[config.mk]
export PLATFORM = sky130hd
export DESIGN_NAME = qpm_mii_port
export DESIGN_NICKNAME = d
export VERILOG_FILES = /design/src/rtl/qpm_mii_pkg.sv /design/src/rtl/qpm_fifo.sv /design/src/rtl/qpm_mii_port.sv
export VERILOG_INCLUDE_DIRS = /design/src /design/src/rtl
export SDC_FILE = /design/constraint.sdc
export NUM_CORES = 1
export LEC_CHECK = 0
export ABC_AREA = 1
export BUFFER_PORTS_ARGS = -buffer_cell sky130_fd_sc_hd__buf_4
export CAP_MARGIN = 10
export CORE_ASPECT_RATIO = 1.4
export CORE_MARGIN = 4
export CORE_UTILIZATION = 59
export DETAILED_ROUTE_END_ITERATION = 6
export PLACE_DENSITY = 0.76
export SYNTH_ARGS = -nofsm -noshare
export SYNTH_HDL_FRONTEND = slang
export SYNTH_SLANG_ARGS = --single-unit
[constraint.sdc]
create_clock -name sys_clk -period 8.3 [get_ports sys_clk]
set_input_delay 0 -clock sys_clk [delete_from_list [all_inputs] [get_ports sys_clk]]
set_output_delay 0 -clock sys_clk [all_outputs]
set_load 0.05 [all_outputs]
[src/rtl/qpm_mii_consts.svh]
// constants of the quad-port mii data path
// assumes a 10 mhz system clock; included by the package and the port module
`ifndef QPM_MII_CONSTS_SVH
`define QPM_MII_CONSTS_SVH

`define QPM_NUM_PORTS 4
`define QPM_NIB_W 4
`define QPM_SYM_W 5
`define QPM_FIFO_DEPTH 4
`define QPM_SYS_CLK_NS 100
`define QPM_TXCLK100_PERIOD_NS 40
`define QPM_TXCLK10_PERIOD_NS 400
`define QPM_SYM_IDLE 5'h1F
`define QPM_SYM_HALT 5'h04
`define QPM_NIB_ZERO 4'h0

`endif

[src/rtl/qpm_mii_pkg.sv]
// types and line-code functions shared by the mii data path
// assumes the constants header is on the include path
package qpm_mii_pkg;
`include "qpm_mii_consts.svh"

  typedef logic [`QPM_NIB_W-1:0] qpm_nib_type;
  typedef logic [`QPM_SYM_W-1:0] qpm_sym_type;
  // received word: valid-data flag above the nibble
  typedef logic [`QPM_NIB_W:0] qpm_rx_word_type;

  function automatic qpm_sym_type qpm_encode(input qpm_nib_type nib);
    qpm_sym_type s;
    case (nib)
      4'h0: s = 5'h1E;
      4'h1: s = 5'h09;
      4'h2: s = 5'h14;
      4'h3: s = 5'h15;
      4'h4: s = 5'h0A;
      4'h5: s = 5'h0B;
      4'h6: s = 5'h0E;
      4'h7: s = 5'h0F;
      4'h8: s = 5'h12;
      4'h9: s = 5'h13;
      4'hA: s = 5'h16;
      4'hB: s = 5'h17;
      4'hC: s = 5'h1A;
      4'hD: s = 5'h1B;
      4'hE: s = 5'h1C;
      default: s = 5'h1D;
    endcase
    return s;
  endfunction

  // reverse lookup through the encoder, so both tables can never disagree
  function automatic qpm_rx_word_type qpm_decode(input qpm_sym_type sym);
    qpm_rx_word_type w;
    w = '0;
    for (int i = 0; i < (1 << `QPM_NIB_W); i++) begin
      if (qpm_encode(qpm_nib_type'(i)) == sym) begin
        w = {1'b1, qpm_nib_type'(i)};
      end
    end
    return w;
  endfunction
endpackage

[src/rtl/qpm_fifo.sv]
// small flip-flop fifo with valid/ready on both sides
// assumes a single clock; ready and valid come from flops
`timescale 1ns/1ps
module qpm_fifo #(
  parameter int WIDTH = 5,
  parameter int DEPTH = 4
) (
  input wire logic sys_clk,
  input wire logic rst,
  input wire logic in_valid,
  output logic in_ready,
  input wire logic [WIDTH-1:0] in_data,
  output logic out_valid,
  input wire logic out_ready,
  output logic [WIDTH-1:0] out_data
);
  localparam int AW = (DEPTH > 1) ? $clog2(DEPTH) : 1;

  generate
    if (DEPTH < 2 || (DEPTH & (DEPTH - 1)) != 0 || WIDTH < 1) begin : g_bad
      $error("qpm_fifo: depth must be a power of two of at least 2");
    end
  endgenerate

  typedef struct packed {
    logic [DEPTH-1:0][WIDTH-1:0] mem;
    logic [AW-1:0] wp;
    logic [AW-1:0] rp;
    logic [AW:0] cnt;
    logic rdy;
    logic vld;
  } qpm_fifo_state_type;

  qpm_fifo_state_type st_r;
  qpm_fifo_state_type st_nxt;

  always_comb begin
    logic push;
    logic pop;
    logic [AW:0] c;
    push = in_valid && st_r.rdy;
    pop = out_ready && st_r.vld;
    st_nxt = st_r;
    c = st_r.cnt;
    if (push) begin
      st_nxt.mem[st_r.wp] = in_data;
      st_nxt.wp = st_r.wp + 1'b1;
      c = c + 1'b1;
    end
    if (pop) begin
      st_nxt.rp = st_r.rp + 1'b1;
      c = c - 1'b1;
    end
    st_nxt.cnt = c;
    // flags registered with the count, so they are honest the cycle after
    st_nxt.rdy = (c != (AW+1)'(DEPTH));
    st_nxt.vld = (c != '0);
  end

  always_ff @(posedge sys_clk or posedge rst) begin
    if (rst) begin
      st_r <= '0;
    end else begin
      st_r <= st_nxt;
    end
  end

  assign in_ready = st_r.rdy;
  assign out_valid = st_r.vld;
  assign out_data = st_r.mem[st_r.rp];
endmodule

[src/rtl/qpm_mii_port.sv]
// quad mii data path: tx clock generation, tx capture and coding, rx nibble output
// assumes line-side symbols come from logic on sys_clk; mac pins are asynchronous
//
// How it works
// - each port drives tx clock, fast rate at 100 mbps, slow at 10 mbps
// - by default tx inputs are captured on the tx clock rising edge
// - advanced mode input set: capture moves to the tx clock falling edge
// - transmitter sends data only while tx enable is high
// - tx error high sends the halt code group instead of data
// - received data leaves as 4-bit nibbles changing with the port rx clock
// - four independent sets of tx and rx signals, ports 0 to 3
// - management bits named register.bit; registers 0-6, 16-20, bits 0-15
// - rx valid is high with rx clock whenever the symbol decodes to data
`timescale 1ns/1ps
`include "qpm_mii_consts.svh"
module qpm_mii_port
  import qpm_mii_pkg::*;
#(
  parameter int DIV_W = 8,
  parameter int FIFO_DEPTH = `QPM_FIFO_DEPTH
) (
  input wire logic sys_clk,
  input wire logic rst,
  input wire logic [`QPM_NUM_PORTS-1:0] speed_100,
  input wire logic [`QPM_NUM_PORTS-1:0] adv_txclk_mode,
  input wire logic [`QPM_NUM_PORTS-1:0] tx_en,
  input wire logic [`QPM_NUM_PORTS-1:0] tx_er,
  input wire logic [`QPM_NUM_PORTS-1:0][`QPM_NIB_W-1:0] txd,
  output logic [`QPM_NUM_PORTS-1:0] tx_clk,
  output logic [`QPM_NUM_PORTS-1:0] rx_clk,
  output logic [`QPM_NUM_PORTS-1:0][`QPM_NIB_W-1:0] rxd,
  output logic [`QPM_NUM_PORTS-1:0] rx_dv,
  output logic [`QPM_NUM_PORTS-1:0][`QPM_SYM_W-1:0] line_tx_sym,
  output logic [`QPM_NUM_PORTS-1:0] line_tx_stb,
  input wire logic [`QPM_NUM_PORTS-1:0][`QPM_SYM_W-1:0] line_rx_sym,
  input wire logic [`QPM_NUM_PORTS-1:0] line_rx_stb,
  output logic [`QPM_NUM_PORTS-1:0] line_rx_rdy
);
  import qpm_mii_pkg::*;

  localparam int NP = `QPM_NUM_PORTS;
  // each half period rounds down, never below one cycle
  localparam int HALF100_RAW = (`QPM_TXCLK100_PERIOD_NS / 2) / `QPM_SYS_CLK_NS;
  localparam int HALF10_RAW = (`QPM_TXCLK10_PERIOD_NS / 2) / `QPM_SYS_CLK_NS;
  localparam int HALF100 = (HALF100_RAW < 1) ? 1 : HALF100_RAW;
  localparam int HALF10 = (HALF10_RAW < 1) ? 1 : HALF10_RAW;

  generate
    if ((1 << DIV_W) <= HALF10 || DIV_W > 16) begin : g_bad_div
      $error("qpm_mii_port: DIV_W cannot hold the slow half period");
    end
  endgenerate

  typedef struct packed {
    logic [NP-1:0] en_s1;
    logic [NP-1:0] en_s2;
    logic [NP-1:0] er_s1;
    logic [NP-1:0] er_s2;
    logic [NP-1:0][`QPM_NIB_W-1:0] txd_s1;
    logic [NP-1:0][`QPM_NIB_W-1:0] txd_s2;
    logic [NP-1:0][DIV_W-1:0] cnt;
    logic [NP-1:0] clk;
    logic [NP-1:0][`QPM_SYM_W-1:0] sym;
    logic [NP-1:0] stb;
    logic [NP-1:0] dv;
    logic [NP-1:0][`QPM_NIB_W-1:0] rxd;
  } qpm_mii_state_type;

  qpm_mii_state_type st_r;
  qpm_mii_state_type st_nxt;

  logic [NP-1:0] pop_w;
  logic [NP-1:0] fifo_vld;
  logic [NP-1:0][`QPM_NIB_W:0] fifo_data;

  // one receive buffer per port keeps the ports independent
  genvar gp;
  generate
    for (gp = 0; gp < NP; gp++) begin : g_port
      qpm_fifo #(
        .WIDTH(`QPM_NIB_W + 1),
        .DEPTH(FIFO_DEPTH)
      ) u_rx_fifo (
        .sys_clk(sys_clk),
        .rst(rst),
        .in_valid(line_rx_stb[gp]),
        .in_ready(line_rx_rdy[gp]),
        .in_data(qpm_decode(line_rx_sym[gp])),
        .out_valid(fifo_vld[gp]),
        .out_ready(pop_w[gp]),
        .out_data(fifo_data[gp])
      );
    end
  endgenerate

  always_comb begin
    logic [DIV_W-1:0] half;
    logic tick;
    logic rise;
    logic fall;
    logic cap;
    half = '0;
    tick = 1'b0;
    rise = 1'b0;
    fall = 1'b0;
    cap = 1'b0;
    st_nxt = st_r;
    pop_w = '0;
    // two flops on every mac pin; the first stage feeds only the second
    st_nxt.en_s1 = tx_en;
    st_nxt.en_s2 = st_r.en_s1;
    st_nxt.er_s1 = tx_er;
    st_nxt.er_s2 = st_r.er_s1;
    st_nxt.txd_s1 = txd;
    st_nxt.txd_s2 = st_r.txd_s1;
    st_nxt.stb = '0;
    for (int p = 0; p < NP; p++) begin
      // sys_clk cannot reach 25 mhz, so the fast rate is the fastest divider
      half = speed_100[p] ? DIV_W'(HALF100) : DIV_W'(HALF10);
      tick = (st_r.cnt[p] >= half - 1'b1);
      rise = tick && !st_r.clk[p];
      fall = tick && st_r.clk[p];
      if (tick) begin
        st_nxt.cnt[p] = '0;
        st_nxt.clk[p] = !st_r.clk[p];
      end else begin
        st_nxt.cnt[p] = st_r.cnt[p] + 1'b1;
      end
      // mode input stands in for management bit 19.5; no register file lives here
      // capture edge chosen per port, relies on
      cap = adv_txclk_mode[p] ? fall : rise;
      if (cap) begin
        st_nxt.stb[p] = 1'b1;
        if (st_r.er_s2[p]) begin
          st_nxt.sym[p] = `QPM_SYM_HALT;
        end else if (st_r.en_s2[p]) begin
          st_nxt.sym[p] = qpm_encode(st_r.txd_s2[p]);
        end else begin
          st_nxt.sym[p] = `QPM_SYM_IDLE;
        end
      end
      // rx outputs change on the falling edge so the mac samples them stable on rising
      if (fall) begin
        pop_w[p] = 1'b1;
        st_nxt.dv[p] = fifo_vld[p] && fifo_data[p][`QPM_NIB_W];
        st_nxt.rxd[p] = fifo_vld[p] ? fifo_data[p][`QPM_NIB_W-1:0] : `QPM_NIB_ZERO;
      end
    end
  end

  always_ff @(posedge sys_clk or posedge rst) begin
    if (rst) begin
      st_r <= '0;
    end else begin
      st_r <= st_nxt;
    end
  end

  // rx clock shares the tx divider; both come straight from the clk flop
  assign tx_clk = st_r.clk;
  assign rx_clk = st_r.clk;
  assign rxd = st_r.rxd;
  assign rx_dv = st_r.dv;
  assign line_tx_sym = st_r.sym;
  assign line_tx_stb = st_r.stb;
endmodule

==> impl_metrics.sql <==
INSERT INTO impl_metrics (metric_group, metric, value, unit) VALUES
('detailed_routing', 'initialDrtViolationCount', '481', ''),
('floorplan', 'core_area', '18700', 'µm²'),
('clocking', 'post_cts_resize_count', '0', ''),
('timing', 'setup_total_negative_slack', '0', 'ps'),
('timing', 'finalClockSkew', '17.1', 'ps'),
('placement', 'finalWeightedCongestion', '0.849', ''),
('synth', 'synthCells', '1284', ''),
('grt', 'grt_remaining_overflow', '0', ''),
('synth', 'syn-cell-area', '11200', 'µm²'),
('power_and_ir_drop', 'ir_worst_vdd', '0.208', 'mV'),
('clocking', 'worst_skew_pair.late_latency', '520', 'ps'),
('floorplan', 'die-area', '21300', 'µm²'),
('critical_path', 'worstRegToRegCells', '12', ''),
('floorplan', 'num_rows', '59', ''),
('timing', 'report.final.slew_viol_count', '0', ''),
('synth', 'syn_avg_cell_area', '8.74', 'µm²'),
('detailed_routing', 'route.antenna.remaining_nets', '0', ''),
('detailed_routing', 'viasPerCell', '5.06', ''),
('clocking', 'clock_pin_slew_of_the_registers_on_the_worst_case_setup_and_hold_paths', '60', 'ps'),
('final_layout', 'layout_common_cells', 'nand2_1, dfrtp_1, inv_1', ''),
('grt', 'antenna_found_initial', '0', ''),
('outcome', 'status', 'finished clean', ''),
('synth', 'yosys-mux-area-fraction', '0', '%'),
('detailed_routing', 'remaining_drc_errors', '0', ''),
('critical_path', 'worst_ep_required_time', '8830', 'ps'),
('clocking', 'postCtsSetupBuffers', '0', ''),
('power_and_ir_drop', 'p_total', '0.00442', 'W'),
('worst_hold_path', 'holdPathEnd', 'g_port[2].u_rx_fifo.st_r[17]', ''),
('clocking', 'cts-hold-fix-buffers', '42', ''),
('placement', 'dp_wirelength', '15400', 'µm'),
('critical_path', 'worst_r2r_startpoint', 'st_r[48]', ''),
('timing', 'layout_worst_path_cycle_share', '27.5', '%'),
('final_layout', 'final_common_cell', 'nand2_1', ''),
('synth', 'synth-main-ff-cell', 'dfrtp_1', ''),
('synth', 'ys_types', '41', ''),
('floorplan', 'initial_utilization', '60.1', '%'),
('synth', 'netlist_top_cells_area', 'dfrtp_1, nand2_1, inv_1, o21ai_0, buf_4', ''),
('worst_hold_path', 'worst_min_path_start', 'line_rx_sym[14]', ''),
('critical_path', 'worstSetupStartpoint', 'rst', ''),
('grt', 'globalRoute.busiestLayer', 'met2', ''),
('critical_path', 'timing.critical_path.to_type', 'async pin', ''),
('clocking', 'tritoncts_clock_tree', 'done', ''),
('timing', 'finalWorstPathRequiredPeriod', '2280', 'ps'),
('grt', 'use_met3', '3.04', '%'),
('clocking', 'clockBufferDepth', '3', ''),
('critical_path', 'critPathLaunchType', 'primary input', ''),
('synth', 'yosys_warnings', '0', ''),
('critical_path', 'worstReg2RegEnd', 'g_port[0].u_rx_fifo.out_valid', ''),
('clocking', 'root_buffer', 'clkbuf_16', ''),
('critical_path', 'timing.critical_path.fanout_max', '115', ''),
('synth', 'synth_async_sr_flop_share', '100', '%'),
('clocking', 'clock_sink_count', '244', ''),
('floorplan', 'ios', '114', ''),
('detailed_routing', 'route.vias.total', '8495', ''),
('grt', 'global_route.usage.total', '21.5', '%'),
('worst_hold_path', 'min_delay_path_depth', '5', ''),
('detailed_routing', 'wl_per_cell', '13.3', 'µm'),
('job', 'max_cap_viol_count', '0', ''),
('critical_path', 'path_class', 'primary input to async pin', ''),
('timing', 'grt_setup_unrepaired', 'false', ''),
('grt', 'grt_max_degree', '116', ''),
('placement', 'io_buffer_count', '113', ''),
('timing', 'setup_ws', '6020', 'ps'),
('critical_path', 'reg2reg_setup_slack', '6360', 'ps'),
('synth', 'seq_area_frac_synth', '54.4', '%'),
('power_and_ir_drop', 'leakage_power_figure', '6.92', 'nW'),
('synth', 'synth_largest_type_area_fraction', '54.4', '%'),
('worst_hold_path', 'hold_class', 'primary input to flip-flop', ''),
('final_layout', 'area.growth.synth_to_final', '18.2', '%'),
('floorplan', 'die_boundary_height', '171', 'µm'),
('detailed_routing', 'totalWireLength', '22400', 'µm');
-- power breakdown --
group / switching, W / internal (W) / total (W)
clock: 0.000450 / 0.000710 / 0.00116
combinational: 0.000981 / 0.000506 / 0.00149
sequential: 0.000248 / 0.00153 / 0.00178
total: 0.00168 / 0.00275 / 0.00442
-- critical path, stage by stage --
cell and delay [ps]:
dlygate4sd3_1 540, buf_4 150, inv_8 530, buf_4 680, buf_4 810
-- flip-flops by register name (all words and copies together), names as in the netlist --
register,cells
st_nxt,24
g_port.u_rx_fifo.in_ready,4
line_tx_stb,4
g_port.u_rx_fifo.out_valid,4
rx_dv,4
rx_clk,4
g_port.u_rx_fifo.st_r,108
rxd,16
line_tx_sym,20
st_r,56
-- logic make-up (layout without fill, tap and decap cells) --
logic type / after synthesis / count (layout)
AND/OR/NAND/NOR: 593 / 593
flip-flops: 244 / 244
buffers and inverters: 225 / 358
AO/OA/AOI/OAI: 167 / 167
adder cells (fa/ha/maj): 32 / 32
XOR/XNOR: 22 / 22
other: 1 / 20
-- worst max-delay path by stage --
stage,to,slack [ps],cells past startpoint
after detailed placement,line_tx_sym[14],5870,4
after floorplan,g_port[0].u_rx_fifo.in_ready,1600,1
after CTS,rx_dv[2],5880,5
after global routing,st_r[92],5550,5
after global placement,line_tx_stb[1],5920,4
final,st_nxt[95],6020,5
-- cells in the mapped netlist, types with 2 or more instances --
cell type	count
a211oi_1	2
a21oi_1	36
a22o_1	2
a32o_1	3
a32oi_1	3
buf_2	6
buf_4	56
buf_6	2
clkbuf_1	3
clkinv_1	4
dfrtp_1	244
ha_1	32
inv_1	146
inv_2	5
inv_4	2
nand2_1	386
nand2_2	13
nand3_1	58
nand3_2	3
nand3_4	2
nand3b_1	9
nand4_1	7
nor2_1	88
nor2_2	5
nor3_1	11
nor3_2	6
nor4_1	3
o21ai_0	100
o21ai_2	5
o22ai_1	3
o311ai_0	3
o31ai_1	7
xnor2_1	4
xor2_1	18
-- area by class of cell --
type | count | area (µm²)
Sequential cell | 244 | 6110
Fill cell | 1433 | 5410
Multi-Input combinational cell | 834 | 4110
Timing Repair Buffer | 157 | 1280
Clock buffer | 32 | 691
Inverter | 157 | 602
Tap cell | 244 | 305
Clock inverter | 12 | 174
-- metrics by stage --
step / hold WS (ps) / instance area [µm²] / cells
2_1_floorplan: 31.4 / 11300 / 1303
3_3_place_gp: 110 / 12000 / 1594
3_5_place_dp: 110 / 12000 / 1594
4_1_cts: 18.5 / 13300 / 1680
5_1_grt: 67.0 / 13300 / 1680
6_report: 35.2 / 13300 / 1680
-- layer usage --
layer	vias to the layer above	wire, µm
met5	-	0
met2	170	11900
met4	0	553
li1	4263	-
met1	4011	9030
met3	51	942
Note: power is estimated with default switching activity, not from simulation.
